==> src/rtl/sram_strobe_pkg.sv <==
// shared types, constants and timing decode for the static memory strobe block
package sram_strobe_pkg;

	localparam int          NUM_CS       = 8;
	localparam int          CNT_W        = 10;
	localparam logic [1:0]  DBW_8        = 2'h0;
	localparam logic [1:0]  DBW_16       = 2'h1;
	localparam logic [1:0]  DBW_32       = 2'h2;
	localparam logic        BAT_SELECT   = 1'h0;
	localparam logic        BAT_WRITE    = 1'h1;
	localparam logic        MODE_CS      = 1'h0;
	localparam logic        MODE_STROBE  = 1'h1;
	localparam logic [7:0]  CS_IDLE      = 8'hFF;
	localparam logic [4:0]  PINS_IDLE    = 5'h1F;
	localparam logic [3:0]  LANES_IDLE   = 4'hF;

	typedef enum logic [1:0] {
		ST_IDLE   = 2'h0,
		ST_ACCESS = 2'h1,
		ST_GAP    = 2'h3
	} ctrl_st_t;

	// timing codes per chip select, raw as software writes them
	typedef struct packed {
		logic [5:0] rd_setup;
		logic [5:0] cs_rd_setup;
		logic [5:0] we_setup;
		logic [5:0] cs_wr_setup;
		logic [6:0] rd_pulse;
		logic [6:0] cs_rd_pulse;
		logic [6:0] we_pulse;
		logic [6:0] cs_wr_pulse;
		logic [8:0] rd_cycle;
		logic [8:0] wr_cycle;
		logic [1:0] dbw;
		logic       byte_access_type;
		logic       read_mode;
		logic       write_mode;
	} cs_cfg_t;

	typedef struct packed {
		logic        write;
		logic [2:0]  cs;
		logic [25:0] addr;
		logic [31:0] wdata;
		logic [3:0]  be;
	} req_t;

	typedef struct packed {
		ctrl_st_t    st;
		req_t        cur;
		cs_cfg_t     cfg;
		logic [9:0]  cnt;
		logic        ready;
		logic [7:0]  cs_n;
		logic        rd_n;
		logic [4:0]  pins;
		logic [23:0] addr_hi;
		logic [31:0] dout;
		logic        doe;
		logic [31:0] rdata;
		logic        rvalid;
		logic        done;
	} ctrl_state_t;

	localparam ctrl_state_t STATE_RST = '{st: ST_IDLE, cur: '0, cfg: '0, cnt: '0, ready: 1'b1,
		cs_n: CS_IDLE, rd_n: 1'b1, pins: PINS_IDLE, addr_hi: '0, dout: '0, doe: 1'b0,
		rdata: '0, rvalid: 1'b0, done: 1'b0};

	// 128 x bit5 + bits 4..0
	function automatic logic [9:0] setup_eff(input logic [5:0] c);
		setup_eff = {2'h0, c[5], 2'h0, c[4:0]};
	endfunction : setup_eff

	// 256 x bit6 + bits 5..0
	function automatic logic [9:0] pulse_eff(input logic [6:0] c);
		pulse_eff = {1'h0, c[6], 2'h0, c[5:0]};
	endfunction : pulse_eff

	// 256 x bits 8..7 + bits 6..0
	function automatic logic [9:0] cycle_eff(input logic [8:0] c);
		cycle_eff = {c[8:7], 1'h0, c[6:0]};
	endfunction : cycle_eff

	function automatic logic [9:0] cycle_of(input cs_cfg_t c, input logic wr);
		cycle_of = wr ? cycle_eff(c.wr_cycle) : cycle_eff(c.rd_cycle);
	endfunction : cycle_of

	// true when the cycle after cnt is the first one past the pulse
	function automatic logic win_end(input logic [9:0] cnt, input logic [9:0] s, input logic [9:0] p);
		win_end = ({1'b0, cnt} + 11'h001) == ({1'b0, s} + {1'b0, p});
	endfunction : win_end

endpackage : sram_strobe_pkg

==> src/rtl/strobe_window.sv <==
// active window of one strobe: asserted from setup for pulse cycles
`timescale 1ns/1ns
module strobe_window (
	input  logic [5:0] setup_code,
	input  logic [6:0] pulse_code,
	input  logic [9:0] cnt,
	output logic       active
);
	import sram_strobe_pkg::*;

	logic [10:0] s_ext;
	logic [10:0] e_ext;

	always_comb begin
		s_ext  = {1'b0, setup_eff(setup_code)};
		e_ext  = s_ext + {1'b0, pulse_eff(pulse_code)};
		active = ({1'b0, cnt} >= s_ext) && ({1'b0, cnt} < e_ext);
	end

endmodule : strobe_window

==> src/rtl/pin_mux.sv <==
// translation of byte lanes, write strobe and low address onto the shared pins
`timescale 1ns/1ns
module pin_mux (
	input  logic [1:0] dbw,
	input  logic       byte_access_type,
	input  logic [1:0] addr_lo,
	input  logic [3:0] bs_n,
	input  logic [3:0] wr_n,
	input  logic       we_n,
	output logic [4:0] pins
);
	import sram_strobe_pkg::*;

	logic wide;
	logic sel;

	always_comb begin
		wide = (dbw == DBW_16) || (dbw == DBW_32);
		sel  = (byte_access_type == BAT_SELECT) || !wide;
		// unused pins park high so a stray device never sees a strobe
		pins[0] = wide ? (sel ? bs_n[0] : 1'b1) : addr_lo[0];
		pins[1] = sel ? we_n : wr_n[0];
		pins[2] = wide ? (sel ? bs_n[1] : wr_n[1]) : 1'b1;
		if (dbw == DBW_32) begin
			pins[3] = sel ? bs_n[2] : wr_n[2];
			pins[4] = sel ? bs_n[3] : wr_n[3];
		end else begin
			pins[3] = addr_lo[1];
			pins[4] = 1'b1;
		end
	end

endmodule : pin_mux

==> src/rtl/static_mem_ctrl.sv <==
// static memory strobe sequencer: one access at a time on eight chip selects
`timescale 1ns/1ns

module static_mem_ctrl (
	input  logic                                           clk,
	input  logic                                           rst,
	input  logic                                           ce,
	input  sram_strobe_pkg::cs_cfg_t [7:0]                 cfg,
	input  logic                                           req_valid,
	input  sram_strobe_pkg::req_t                          req,
	output logic                                           req_ready,
	output logic [31:0]                                    rd_data,
	output logic                                           rd_valid,
	output logic                                           acc_done,
	output logic [7:0]                                     chip_select_n,
	output logic                                           read_strobe_n,
	output logic                                           shared_pin_0,
	output logic                                           shared_pin_1,
	output logic                                           shared_pin_2,
	output logic                                           shared_pin_3,
	output logic                                           shared_pin_4,
	output logic [23:0]                                    addr_hi,
	output logic [31:0]                                    data_out,
	output logic                                           data_oe,
	input  logic [31:0]                                    data_in
);
	import sram_strobe_pkg::*;

	ctrl_state_t s_ff;
	ctrl_state_t seq;
	ctrl_state_t nxt_s;

	logic        accept;
	logic        last;
	logic        samp;
	logic [9:0]  cyc_cur;
	logic        str_act;
	logic        cs_act;
	logic [5:0]  str_setup;
	logic [6:0]  str_pulse;
	logic [5:0]  csw_setup;
	logic [6:0]  csw_pulse;
	logic        a_run;
	logic        we_act;
	logic [3:0]  bs_n;
	logic [3:0]  wr_n;
	logic [4:0]  pins_nxt;
	logic [1:0]  addr_lo;
	logic [9:0]  oe_from;

	// sequencing: counter, acceptance and read sampling on the current cycle
	always_comb begin
		seq        = s_ff;
		seq.rvalid = 1'b0;
		seq.done   = 1'b0;
		accept     = req_valid && s_ff.ready;
		cyc_cur    = cycle_of(s_ff.cfg, s_ff.cur.write);
		// a zero cycle code is outside the legal range and wraps here
		last       = (s_ff.st == ST_ACCESS) && (s_ff.cnt == cyc_cur - 10'h001);
		// the mode bit alone chooses the sampling strobe
		if (s_ff.cfg.read_mode == MODE_STROBE) begin
			samp = win_end(s_ff.cnt, setup_eff(s_ff.cfg.rd_setup),
				pulse_eff(s_ff.cfg.rd_pulse));
		end else begin
			samp = win_end(s_ff.cnt, setup_eff(s_ff.cfg.cs_rd_setup),
				pulse_eff(s_ff.cfg.cs_rd_pulse));
		end
		case (s_ff.st)
			ST_IDLE: begin
				if (accept) begin
					seq.st  = ST_ACCESS;
					seq.cur = req;
					seq.cfg = cfg[req.cs];
					seq.cnt = '0;
				end
			end
			ST_GAP: begin
				// one dead cycle between two different devices avoids bus fights
				seq.st  = ST_ACCESS;
				seq.cnt = '0;
			end
			ST_ACCESS: begin
				if (!s_ff.cur.write && samp) begin
					seq.rdata  = data_in;
					seq.rvalid = 1'b1;
				end
				if (!last) begin
					seq.cnt = s_ff.cnt + 10'h001;
				end else begin
					seq.done = 1'b1;
					seq.cnt  = '0;
					if (accept) begin
						seq.cur = req;
						seq.cfg = cfg[req.cs];
						// same device restarts at once so zero setup/hold strobes never rise
						seq.st  = (req.cs == s_ff.cur.cs) ? ST_ACCESS : ST_GAP;
					end else begin
						seq.st = ST_IDLE;
					end
				end
			end
			default: begin
				seq.st = ST_IDLE;
			end
		endcase
	end

	// the outputs register the waveform of the cycle that seq describes
	always_comb begin
		if (seq.cur.write) begin
			str_setup = seq.cfg.we_setup;
			str_pulse = seq.cfg.we_pulse;
			csw_setup = seq.cfg.cs_wr_setup;
			csw_pulse = seq.cfg.cs_wr_pulse;
		end else begin
			str_setup = seq.cfg.rd_setup;
			str_pulse = seq.cfg.rd_pulse;
			csw_setup = seq.cfg.cs_rd_setup;
			csw_pulse = seq.cfg.cs_rd_pulse;
		end
	end

	strobe_window u_str_win (
		.setup_code (str_setup),
		.pulse_code (str_pulse),
		.cnt        (seq.cnt),
		.active     (str_act)
	);

	strobe_window u_cs_win (
		.setup_code (csw_setup),
		.pulse_code (csw_pulse),
		.cnt        (seq.cnt),
		.active     (cs_act)
	);

	always_comb begin
		a_run  = (seq.st == ST_ACCESS);
		we_act = a_run && seq.cur.write && str_act;
		// lanes stand for the whole access, like the address
		bs_n   = a_run ? ~seq.cur.be : LANES_IDLE;
		wr_n   = ~({4{we_act}} & seq.cur.be);
		if (seq.cfg.dbw == DBW_8) begin
			addr_lo = seq.cur.addr[1:0];
		end else if (seq.cfg.dbw == DBW_16) begin
			addr_lo = {seq.cur.addr[1], 1'b1};
		end else begin
			addr_lo = 2'h3;
		end
		oe_from = (seq.cfg.write_mode == MODE_STROBE) ? setup_eff(seq.cfg.we_setup)
			: setup_eff(seq.cfg.cs_wr_setup);
	end

	pin_mux u_pin_mux (
		.dbw     (seq.cfg.dbw),
		.byte_access_type     (seq.cfg.byte_access_type),
		.addr_lo (addr_lo),
		.bs_n    (bs_n),
		.wr_n    (wr_n),
		.we_n    (~we_act),
		.pins    (pins_nxt)
	);

	always_comb begin
		nxt_s         = seq;
		nxt_s.ready   = (seq.st == ST_IDLE) ||
			((seq.st == ST_ACCESS) && (seq.cnt == cycle_of(seq.cfg, seq.cur.write) - 10'h001));
		nxt_s.cs_n    = (a_run && cs_act) ? ~(8'h01 << seq.cur.cs) : CS_IDLE;
		nxt_s.rd_n    = !(a_run && !seq.cur.write && str_act);
		nxt_s.pins    = pins_nxt;
		nxt_s.addr_hi = seq.cur.addr[25:2];
		nxt_s.dout    = seq.cur.wdata;
		// data released between accesses and during reads
		nxt_s.doe     = a_run && seq.cur.write && (seq.cnt >= oe_from);
	end

	always_ff @(posedge clk or posedge rst) begin
		if (rst) begin
			s_ff <= STATE_RST;
		end else if (ce) begin
			s_ff <= nxt_s;
		end
	end

	assign req_ready     = s_ff.ready;
	assign rd_data       = s_ff.rdata;
	assign rd_valid      = s_ff.rvalid;
	assign acc_done      = s_ff.done;
	assign chip_select_n = s_ff.cs_n;
	assign read_strobe_n = s_ff.rd_n;
	assign shared_pin_0  = s_ff.pins[0];
	assign shared_pin_1  = s_ff.pins[1];
	assign shared_pin_2  = s_ff.pins[2];
	assign shared_pin_3  = s_ff.pins[3];
	assign shared_pin_4  = s_ff.pins[4];
	assign addr_hi       = s_ff.addr_hi;
	assign data_out      = s_ff.dout;
	assign data_oe       = s_ff.doe;

endmodule : static_mem_ctrl

==> config.mk <==
export PLATFORM = sky130hd
export DESIGN_NAME = static_mem_ctrl
export DESIGN_NICKNAME = d
export VERILOG_FILES = /design/src/rtl/sram_strobe_pkg.sv /design/src/rtl/strobe_window.sv /design/src/rtl/pin_mux.sv /design/src/rtl/static_mem_ctrl.sv
export SDC_FILE = /design/constraint.sdc
export NUM_CORES = 1
export LEC_CHECK = 0
export ABC_AREA = 1
export BUFFER_PORTS_ARGS = -buffer_cell sky130_fd_sc_hd__buf_2
export CAP_MARGIN = 20
export CORE_AREA = 2 2 316 318
export CTS_BUF_LIST = sky130_fd_sc_hd__clkbuf_2 sky130_fd_sc_hd__clkbuf_4 sky130_fd_sc_hd__clkbuf_8
export DETAILED_ROUTE_END_ITERATION = 12
export DIE_AREA = 0 0 318 320
export GPL_TIMING_DRIVEN = 0
export PLACE_DENSITY = 0.38
export SYNTH_ARGS = -nofsm -noshare
export SYNTH_HDL_FRONTEND = slang
export SYNTH_HIERARCHICAL = 1
export SYNTH_SLANG_ARGS = --single-unit
==> constraint.sdc <==
create_clock -name clk -period 6.23 [get_ports clk]
set_input_delay 0 -clock clk [delete_from_list [all_inputs] [get_ports clk]]
set_output_delay 0 -clock clk [all_outputs]
set_load 0.02 [all_outputs]
== Word-level counts from Yosys, hierarchy flattened ==
Index checks and enable logic that the tools add are counted.

* Output and inout bits: 106
* Logic and storage cells: 123
* Bits of input ports: 702
* Register bits after elaboration: 227

* Magnitude comparators: 6
* Equal/unequal tests: 13
* Shift-type cells: 1
* Add/subtract/negate cells: 8
* Multiplexer cells: 34
* Reduce and logical (&&, ||, !) cells: 25
* Bitwise gates (word level): 6

{| class="wikitable"
|+ Operators with widths
! kind !! count
|-
| one-hot mux 141 bit (2 select lines) || 1
|-
| binary-select mux 75 bit (select 3 bit) || 1
|-
| two-way mux 153 bit || 1
|-
| two-way mux 143 bit || 1
|-
| two-way mux 141 bit || 1
|-
| two-way mux 75 bit || 1
|-
| adder 8 x 9 -> 10 bit || 4
|-
| >= comparator 10 x 8 -> 1 bit || 3
|-
| two-way mux 10 bit || 3
|-
| one-hot mux 10 bit (3 select lines) || 1
|-
| == test 11 x 10 -> 1 bit || 2
|-
| < comparator 10 x 11 -> 1 bit || 2
|-
| == test 10 bit || 2
|-
| subtractor 10 x 1 -> 10 bit (second input constant) || 2
|-
| two-way mux 8 bit || 2
|-
| two-way mux 7 bit || 2
|-
| logical AND 1 bit || 12
|-
| two-way mux 2 bit || 6
|-
| two-way mux 6 bit || 2
|-
| adder 10 x 1 -> 11 bit (second input constant) || 1
|-
| adder 10 x 1 -> 10 bit (second input constant) || 1
|-
| two-way mux 1 bit || 10
|-
| inverter 4 bit || 2
|-
| inverter 8 bit || 1
|-
| 16 further kinds || 29
|}

== Logic depth before layout (Yosys ltp) ==
Gate-level depths: netlist (run 1).

* Depth after elaboration: 15
* Depth in mapped cells: 46
* Depth with buffers taken out: 42

== Modules after synthesis ==
The synthesis (run 1) kept the hierarchy.

{| class="wikitable"
|+ By module, submodules not included
! module !! seq. area each (um^2) !! instances !! area an instance (um^2) !! cells each
|-
| static_mem_ctrl || 5098.6 || 1 || 18073.6 || 2909
|-
| strobe_window || 0.0 || 2 || 580.6 || 96
|-
| pin_mux || 0.0 || 1 || 111.4 || 25
|}

== Least setup slack after synthesis (run 1) ==
No wires, ideal clock.

* Kind: register to register
* Start: reg s_ff[256] in the netlist's numbering
* End: reg s_ff (netlist bit shared_pin_3)
* Clock period less this slack: 5.101 ns
* Data required time: 6.154 ns
* Buffers on the path: 5
* Slack: 1.129 ns
* Library setup time: 0.076 ns
* Arrival: 5.025 ns
* Stages on the path, launching flop included: 41
* Cells stage by stage: dfrtp_1 -> buf_6 -> inv_8 -> nand2_1 -> nand2_1 -> ha_1 -> nand3_2 -> nor2_1 -> nand3_1 -> nand3_1 -> nand2_1 -> nor2_4 -> nand3_2 -> buf_6 -> nand2_8 -> buf_4 -> buf_2 -> clkbuf_1 -> [... 5 more ...] -> nand3_1 -> nand2_1 -> xor2_1 -> ha_1 -> nand2_1 -> inv_1 -> a21oi_1 -> a21oi_1 -> nor2_1 -> nand2_1 -> nor2_1 -> nand2_1 -> inv_1 -> nand3_1 -> nand3_1 -> nand2_1 -> nand2_1 -> nand2_1

{| class="wikitable"
|+ RTL lines
! what !! RTL line !! RTL
|-
| from (decl) || static_mem_ctrl.sv:29 || <nowiki>ctrl_state_t s_ff;</nowiki>
|-
| from (signal assigned) || static_mem_ctrl.sv:181 || <nowiki>s_ff <= nxt_s;</nowiki>
|}

==> impl_metrics.json, run 1 <==
{
  "ioPinCount": 808,
  "async_flop_share_pct": 100.0,
  "core_um2": 97990,
  "grt_max_degree": 90,
  "cts_root_buf": "clkbuf_8",
  "seq_area_frac_synth_pct": 26.35,
  "skew_ns": 0.03143,
  "overflow": 0,
  "syn_inst": 3126,
  "postRouteAntennaNets": 0,
  "antenna_found_initial": 38,
  "grt_pass1_wl_mm": 185.9,
  "irDropWorstVdd_mv": 0.1484,
  "io_buffers": 806,
  "maxCapViolCount": 0,
  "grtUsageTotal_pct": 24.89,
  "max-slew-margin-rel_pct": 14.84,
  "synth_nets": 3888,
  "instances_no_fill": 5424,
  "fp.dieW_um": 318,
  "holdWs_ns": 0.03429,
  "synthFlopType": "dfrtp_1",
  "route.vias.total": 26280,
  "gp_congestion": 0.9582,
  "cp-start-kind": "input pin",
  "critPathCaptureType": "register",
  "dr.pass1.iters": 8,
  "critical-path-max-stage-delay_ns": 0.46,
  "slew_viol_final": 0,
  "fin_crit_sh_pct": 95.88,
  "clk_pin_slew_ns": 0.06,
  "crit_type": "input pin to register",
  "placedCellCount": 5226,
  "setup_tns_ns": 0,
  "cts_made_buffers": 45,
  "h-tree-depth": 2,
  "path_common_cell": "nand2_1",
  "leakage_nw": 13.35,
  "synth_edf_count": 0,
  "status": "completed",
  "fill_cells": 11430,
  "drive_above_1_share_pct": 27.94,
  "setup_viol": 0,
  "drc": 0,
  "min_path_type": "input pin to register",
  "period_needed_ns": 5.973,
  "rows": 115,
  "yosysTopAreaCellShare_pct": 24.32,
  "yosysWarnings": 6,
  "yosys-top-cells-area": "dfrtp_1 24%, nand2_1 14%, o21ai_0 13%",
  "final_common_cell": "buf_2",
  "worst_slew_pin_slew_ns": 1.277,
  "dieHeight_um": 320,
  "start_util_pct": 19.74,
  "layout_common_cells": "819 x buf_2, 719 x nand2_1, 531 x nor2_1, 501 x o21ai_0, 202 x inv_1",
  "finalHoldViolations": 0,
  "dp_hpwl_mm": 109.3,
  "synth.distinct_cells": 62,
  "slowest_stage": "clkbuf_4",
  "wl_per_cell_um": 24.32,
  "max_freq_ghz": 0.1674,
  "yosys_register_bits": 203,
  "netlist_area_um2": 19350,
  "wl_mm": 131.9,
  "clkLatencyLatePin_ns": 0.64,
  "cts_tree": "done",
  "clock_path_buffers": 3,
  "vias_per_cell": 4.844,
  "register_area_um2": 5099,
  "drtIter0Drc": 2237,
  "multi_input_area_um2": 11980,
  "layout.nets": 4847,
  "cts.sinks": 203,
  "powerDensity_nw_per_um2": 370.3,
  "crit_fanout": 10,
  "die_area_um2": 101800,
  "worstPathArrival_ns": 6.52,
  "postSynthAreaPerCell_um2": 6.189,
  "synthToLayoutAreaGrowth_pct": 41.66,
  "critical_path_required_ns": 6.77,
  "synth_top_cell_by_area": "dfrtp_1",
  "grt_pass1_vias": 25920
}
layout make-up:
type	instances	share of cell area (%)
plain buffers	297	6.072
inverters	215	3.009
diodes	21	0.1918
well taps	1287	5.876
multi-input cells	2405	43.72
repair buffers	918	18.87
flip-flops and latches	203	18.60
clock buffers	69	3.214
clock inverters	9	0.4474
metal layers:
layer | part of all wire, % | global-route usage [%] | wire length, um | up-vias
li1 | - | - | - | 12350
met4 | 2.3 | 5.291 | 3062 | 14
met2 | 46 | 41.38 | 60150 | 1177
met5 | 0.080 | 0 | 106 | -
met3 | 7.8 | 4.692 | 10310 | 181
met1 | 44 | 33.35 | 58260 | 12550
kinds of logic after synthesis:
| group | after synthesis | synth area share (%) |
|---|---|---|
| flops | 203 | 26.35 |
| buf+inv | 518 | 12.40 |
| xor+xnor | 22 | 1.035 |
| simple gates | 1422 | 29.54 |
| compound gates | 898 | 26.47 |
| fa+ha+maj | 60 | 4.036 |
| mux | 3 | 0.1552 |
what timing repair did:
action                                  CTS  global route
setup buffers                             0             5
hold endpoints to repair                224             0
resized for setup                        41            89
cloned                                    0             0
endpoints found under the setup margin   13            12
pin swaps                                 0             5
hold buffers                             99             0
power breakdown:
part | internal [W] | total, W | switching, W
Sequential | 0.00184 | 0.00224 | 0.000402
Clock | 0.00102 | 0.00174 | 0.000726
Combinational | 0.00224 | 0.00616 | 0.00391
Total | 0.00510 | 0.0101 | 0.00504
per-stage QoR:
stage / area [um2] / power [W] / utilization (%) / setup WS, ns
2_1_floorplan: 19350 / 0.006070 / - / 0.7158
3_5_place_dp: 25100 / 0.008212 / 25.62 / -1.081
6_report: 27410 / 0.01015 / 27.97 / 0.2566
3_3_place_gp: 24990 / 0.008191 / 25.50 / -3.182
4_1_cts: 27180 / 0.01010 / 27.74 / 0.002752
5_1_grt: 27370 / 0.01093 / 27.93 / -0.01812
worst paths after layout:
check | slack, ns | to | cells past startpoint | start
min in group asynchronous | 0.54 | data_out[19] | 4 | rst
hold reg to reg | 0.46 | shared_pin_2 | 2 | shared_pin_2
setup reg to reg | 0.35 | chip_select_n[6] | 32 | s_ff[256]
hold / removal | 0.03 | s_ff[144] | 7 | cfg[328]
max in group asynchronous | 4.48 | s_ff[150] | 6 | rst
setup / recovery | 0.26 | shared_pin_3 | 36 | req[62]
critical path, delay by kind of cell:
kind / cells / cell delay, ns
AOI/OAI and AO/OA: 8 / 1.43
adders and majority gates: 2 / 0.64
buffers and inverters: 10 / 2.94
and+or+nand+nor: 16 / 1.46
synth_stat cells, types with 36 or more instances:
cell and count:
ha_1 56, nand3_1 85, nor2_1 539, o22ai_1 171
a21oi_1 68, clkbuf_1 163, nand2_1 720, o211ai_1 36
dfrtp_1 188, inv_1 204, buf_4 98, o21ai_0 515
Power figures use the tool's default switching activity.
==> run 2: changes to the inputs <==
Settings changed: CORE_AREA 2 2 316 318 to 2 2 313 315, DIE_AREA 0 0 318 320 to 0 0 315 317.
Clock period 6.23 ns to 6.9 ns, I/O delays scaled along.
==> impl_metrics.json, run 2 (synthesis results as in run 1) <==
{
  "period_needed_ns": 6.538,
  "h-tree-depth": 2,
  "finalCoreUtilization_pct": 28.19,
  "io_buffers": 806,
  "critical-path-max-stage-delay_ns": 0.41,
  "antenna_found_initial": 37,
  "setup_tns_ns": 0,
  "gp_congestion": 0.9719,
  "cts.sinks": 203,
  "dieHeight_um": 317,
  "max-slew-margin-rel_pct": 27.98,
  "r2r_end": "shared_pin_3",
  "irDropWorstVdd_mv": 0.1269,
  "synthToLayoutAreaGrowth_pct": 40.28,
  "crit_fanout": 10,
  "vias_per_cell": 4.834,
  "dp_hpwl_mm": 113.5,
  "clock_path_buffers": 3,
  "route.vias.total": 26190,
  "post_cts_buffers": 0,
  "powerDensity_nw_per_um2": 330.4,
  "finalHoldViolations": 0,
  "start_util_pct": 20.09,
  "hold_depth": 7,
  "clk_pin_slew_ns": 0.06,
  "fin_crit_sh_pct": 94.76,
  "crit_type": "register to register",
  "overflow": 0,
  "worst_slew_pin_slew_ns": 1.080,
  "core_um2": 96280,
  "die_area_um2": 99860,
  "min_to": "s_ff[190]",
  "rsz0062_at_grt": "no",
  "path_common_cell": "nand2_1",
  "wl_per_cell_um": 25.28,
  "dr.pass1.iters": 6,
  "slew_viol_final": 0,
  "fp.dieW_um": 315,
  "maxCapViolCount": 0,
  "status": "completed",
  "drtIter0Drc": 2173,
  "r2r-start": "s_ff[256]",
  "cts_root_buf": "clkbuf_8",
  "stdcell_area_um2": 27140,
  "reg2regPathDepth": 40,
  "critical_path_required_ns": 7.44,
  "cp-start-kind": "register",
  "grt_pass1_wl_mm": 189.7,
  "min_path_type": "input pin to register",
  "final_common_cell": "buf_2",
  "layout_common_cells": "822 x buf_2, 720 x nand2_1, 535 x nor2_1, 507 x o21ai_0, 203 x inv_1",
  "drive_above_1_share_pct": 26.93,
  "wl_mm": 136.9,
  "leakage_nw": 13.20,
  "grtUsageTotal_pct": 26.32,
  "clkLatencyLatePin_ns": 0.62,
  "grt_pass1_vias": 25620,
  "placedCellCount": 5216,
  "instances_no_fill": 5418,
  "rrSetupSlack_ns": 0.36,
  "cts_tree": "done",
  "drc": 0,
  "cts_made_buffers": 44,
  "slowest_stage": "dfrtp_1",
  "ioPinCount": 808,
  "power_w": 0.008968,
  "rows": 114,
  "critPathCaptureType": "register",
  "place_area_um2": 25120,
  "grt_max_degree": 102,
  "layout.nets": 4844,
  "worstPathArrival_ns": 7.08,
  "skew_ns": 0.01863,
  "hp-start": "cfg[374]",
  "setup_viol": 0,
  "postRouteAntennaNets": 0,
  "max_freq_ghz": 0.1529
}
==> run 2: changes by cell type in the layout (fill, tap and decap cells not counted), moves of 5 or more <==
cell / change
buf_4: -6
clkbuf_8: -5
clkbuf_4: +6
o21ai_0: +6
diode_2: +6
clkbuf_1: +24
clkbuf_2: -16
==> run 2: timing repair <==
item	4_1_cts	5_1_grt
gates resized for setup	5	41
endpoints found under the setup margin	7	11
hold buffers	97	0
pin swaps	0	0
cloned	0	0
hold endpoints to repair	300	0
==> run 2: worst max path at each step <==
| stage | cells after the start | start | slack [ns] | end |
|---|---|---|---|---|
| floorplan | 1 | rst | 1.39 | asynchronous set/reset pin |
| global placement | 2 | rst | -2.42 | s_ff[174] |
| detailed placement | 35 | req[62] | -0.53 | shared_pin_3 |
| CTS | 34 | s_ff[256] | 0.01 | chip_select_n[1] |
| global route | 40 | s_ff[256] | 0.01 | shared_pin_3 |
| finish | 40 | s_ff[256] | 0.36 | shared_pin_3 |
==> run 2: per-layer routing <==
layer | global-route usage, % | vias up | part of all wire, %
met5 | 0 | - | 0.050
met4 | 6.797 | 10 | 2.3
met3 | 4.219 | 158 | 6.9
met2 | 44.19 | 1084 | 47
met1 | 34.98 | 12590 | 44
li1 | - | 12350 | -
==> run 2: critical path, delay by kind of cell, from the launching register on <==
| kind | cells | cell delay [ns] |
|---|---|---|
| compound gates | 5 | 0.81 |
| xor+xnor | 1 | 0.15 |
| fa+ha+maj | 4 | 1.26 |
| buf+inv | 8 | 1.36 |
| flops | 1 | 0.41 |
| simple gates | 22 | 2.46 |
==> run 2: cell type report <==
cell class                      instances  area, um2
Antenna cell                           27      67.56
Buffer                                302       1604
Clock buffer                           73      885.9
Clock inverter                          6      30.03
Fill cell                           11290      69140
Inverter                              215      825.8
Multi-Input combinational cell       2405      11900
Sequential cell                       203       5099
Tap cell                             1276       1597
Timing Repair Buffer                  911       5129
==> run 2: power breakdown <==
group | internal [W] | switching, W | total (W) | leakage, nW
combinational | 0.00198 | 0.00353 | 0.00551 | 10.1
sequential | 0.00166 | 0.000355 | 0.00202 | 2.61
clock | 0.000805 | 0.000639 | 0.00144 | 0.499
==> run 2: stage by stage <==
stage / hold slack [ns] / setup WS (ns)
after global routing: 0.07954 / 0.01102
final: 0.04878 / 0.3618
after floorplan: 0.1166 / 1.386
after CTS: 0.002027 / 0.009714
after detailed placement: -0.1014 / -0.5327
after global placement: 0.2036 / -2.418
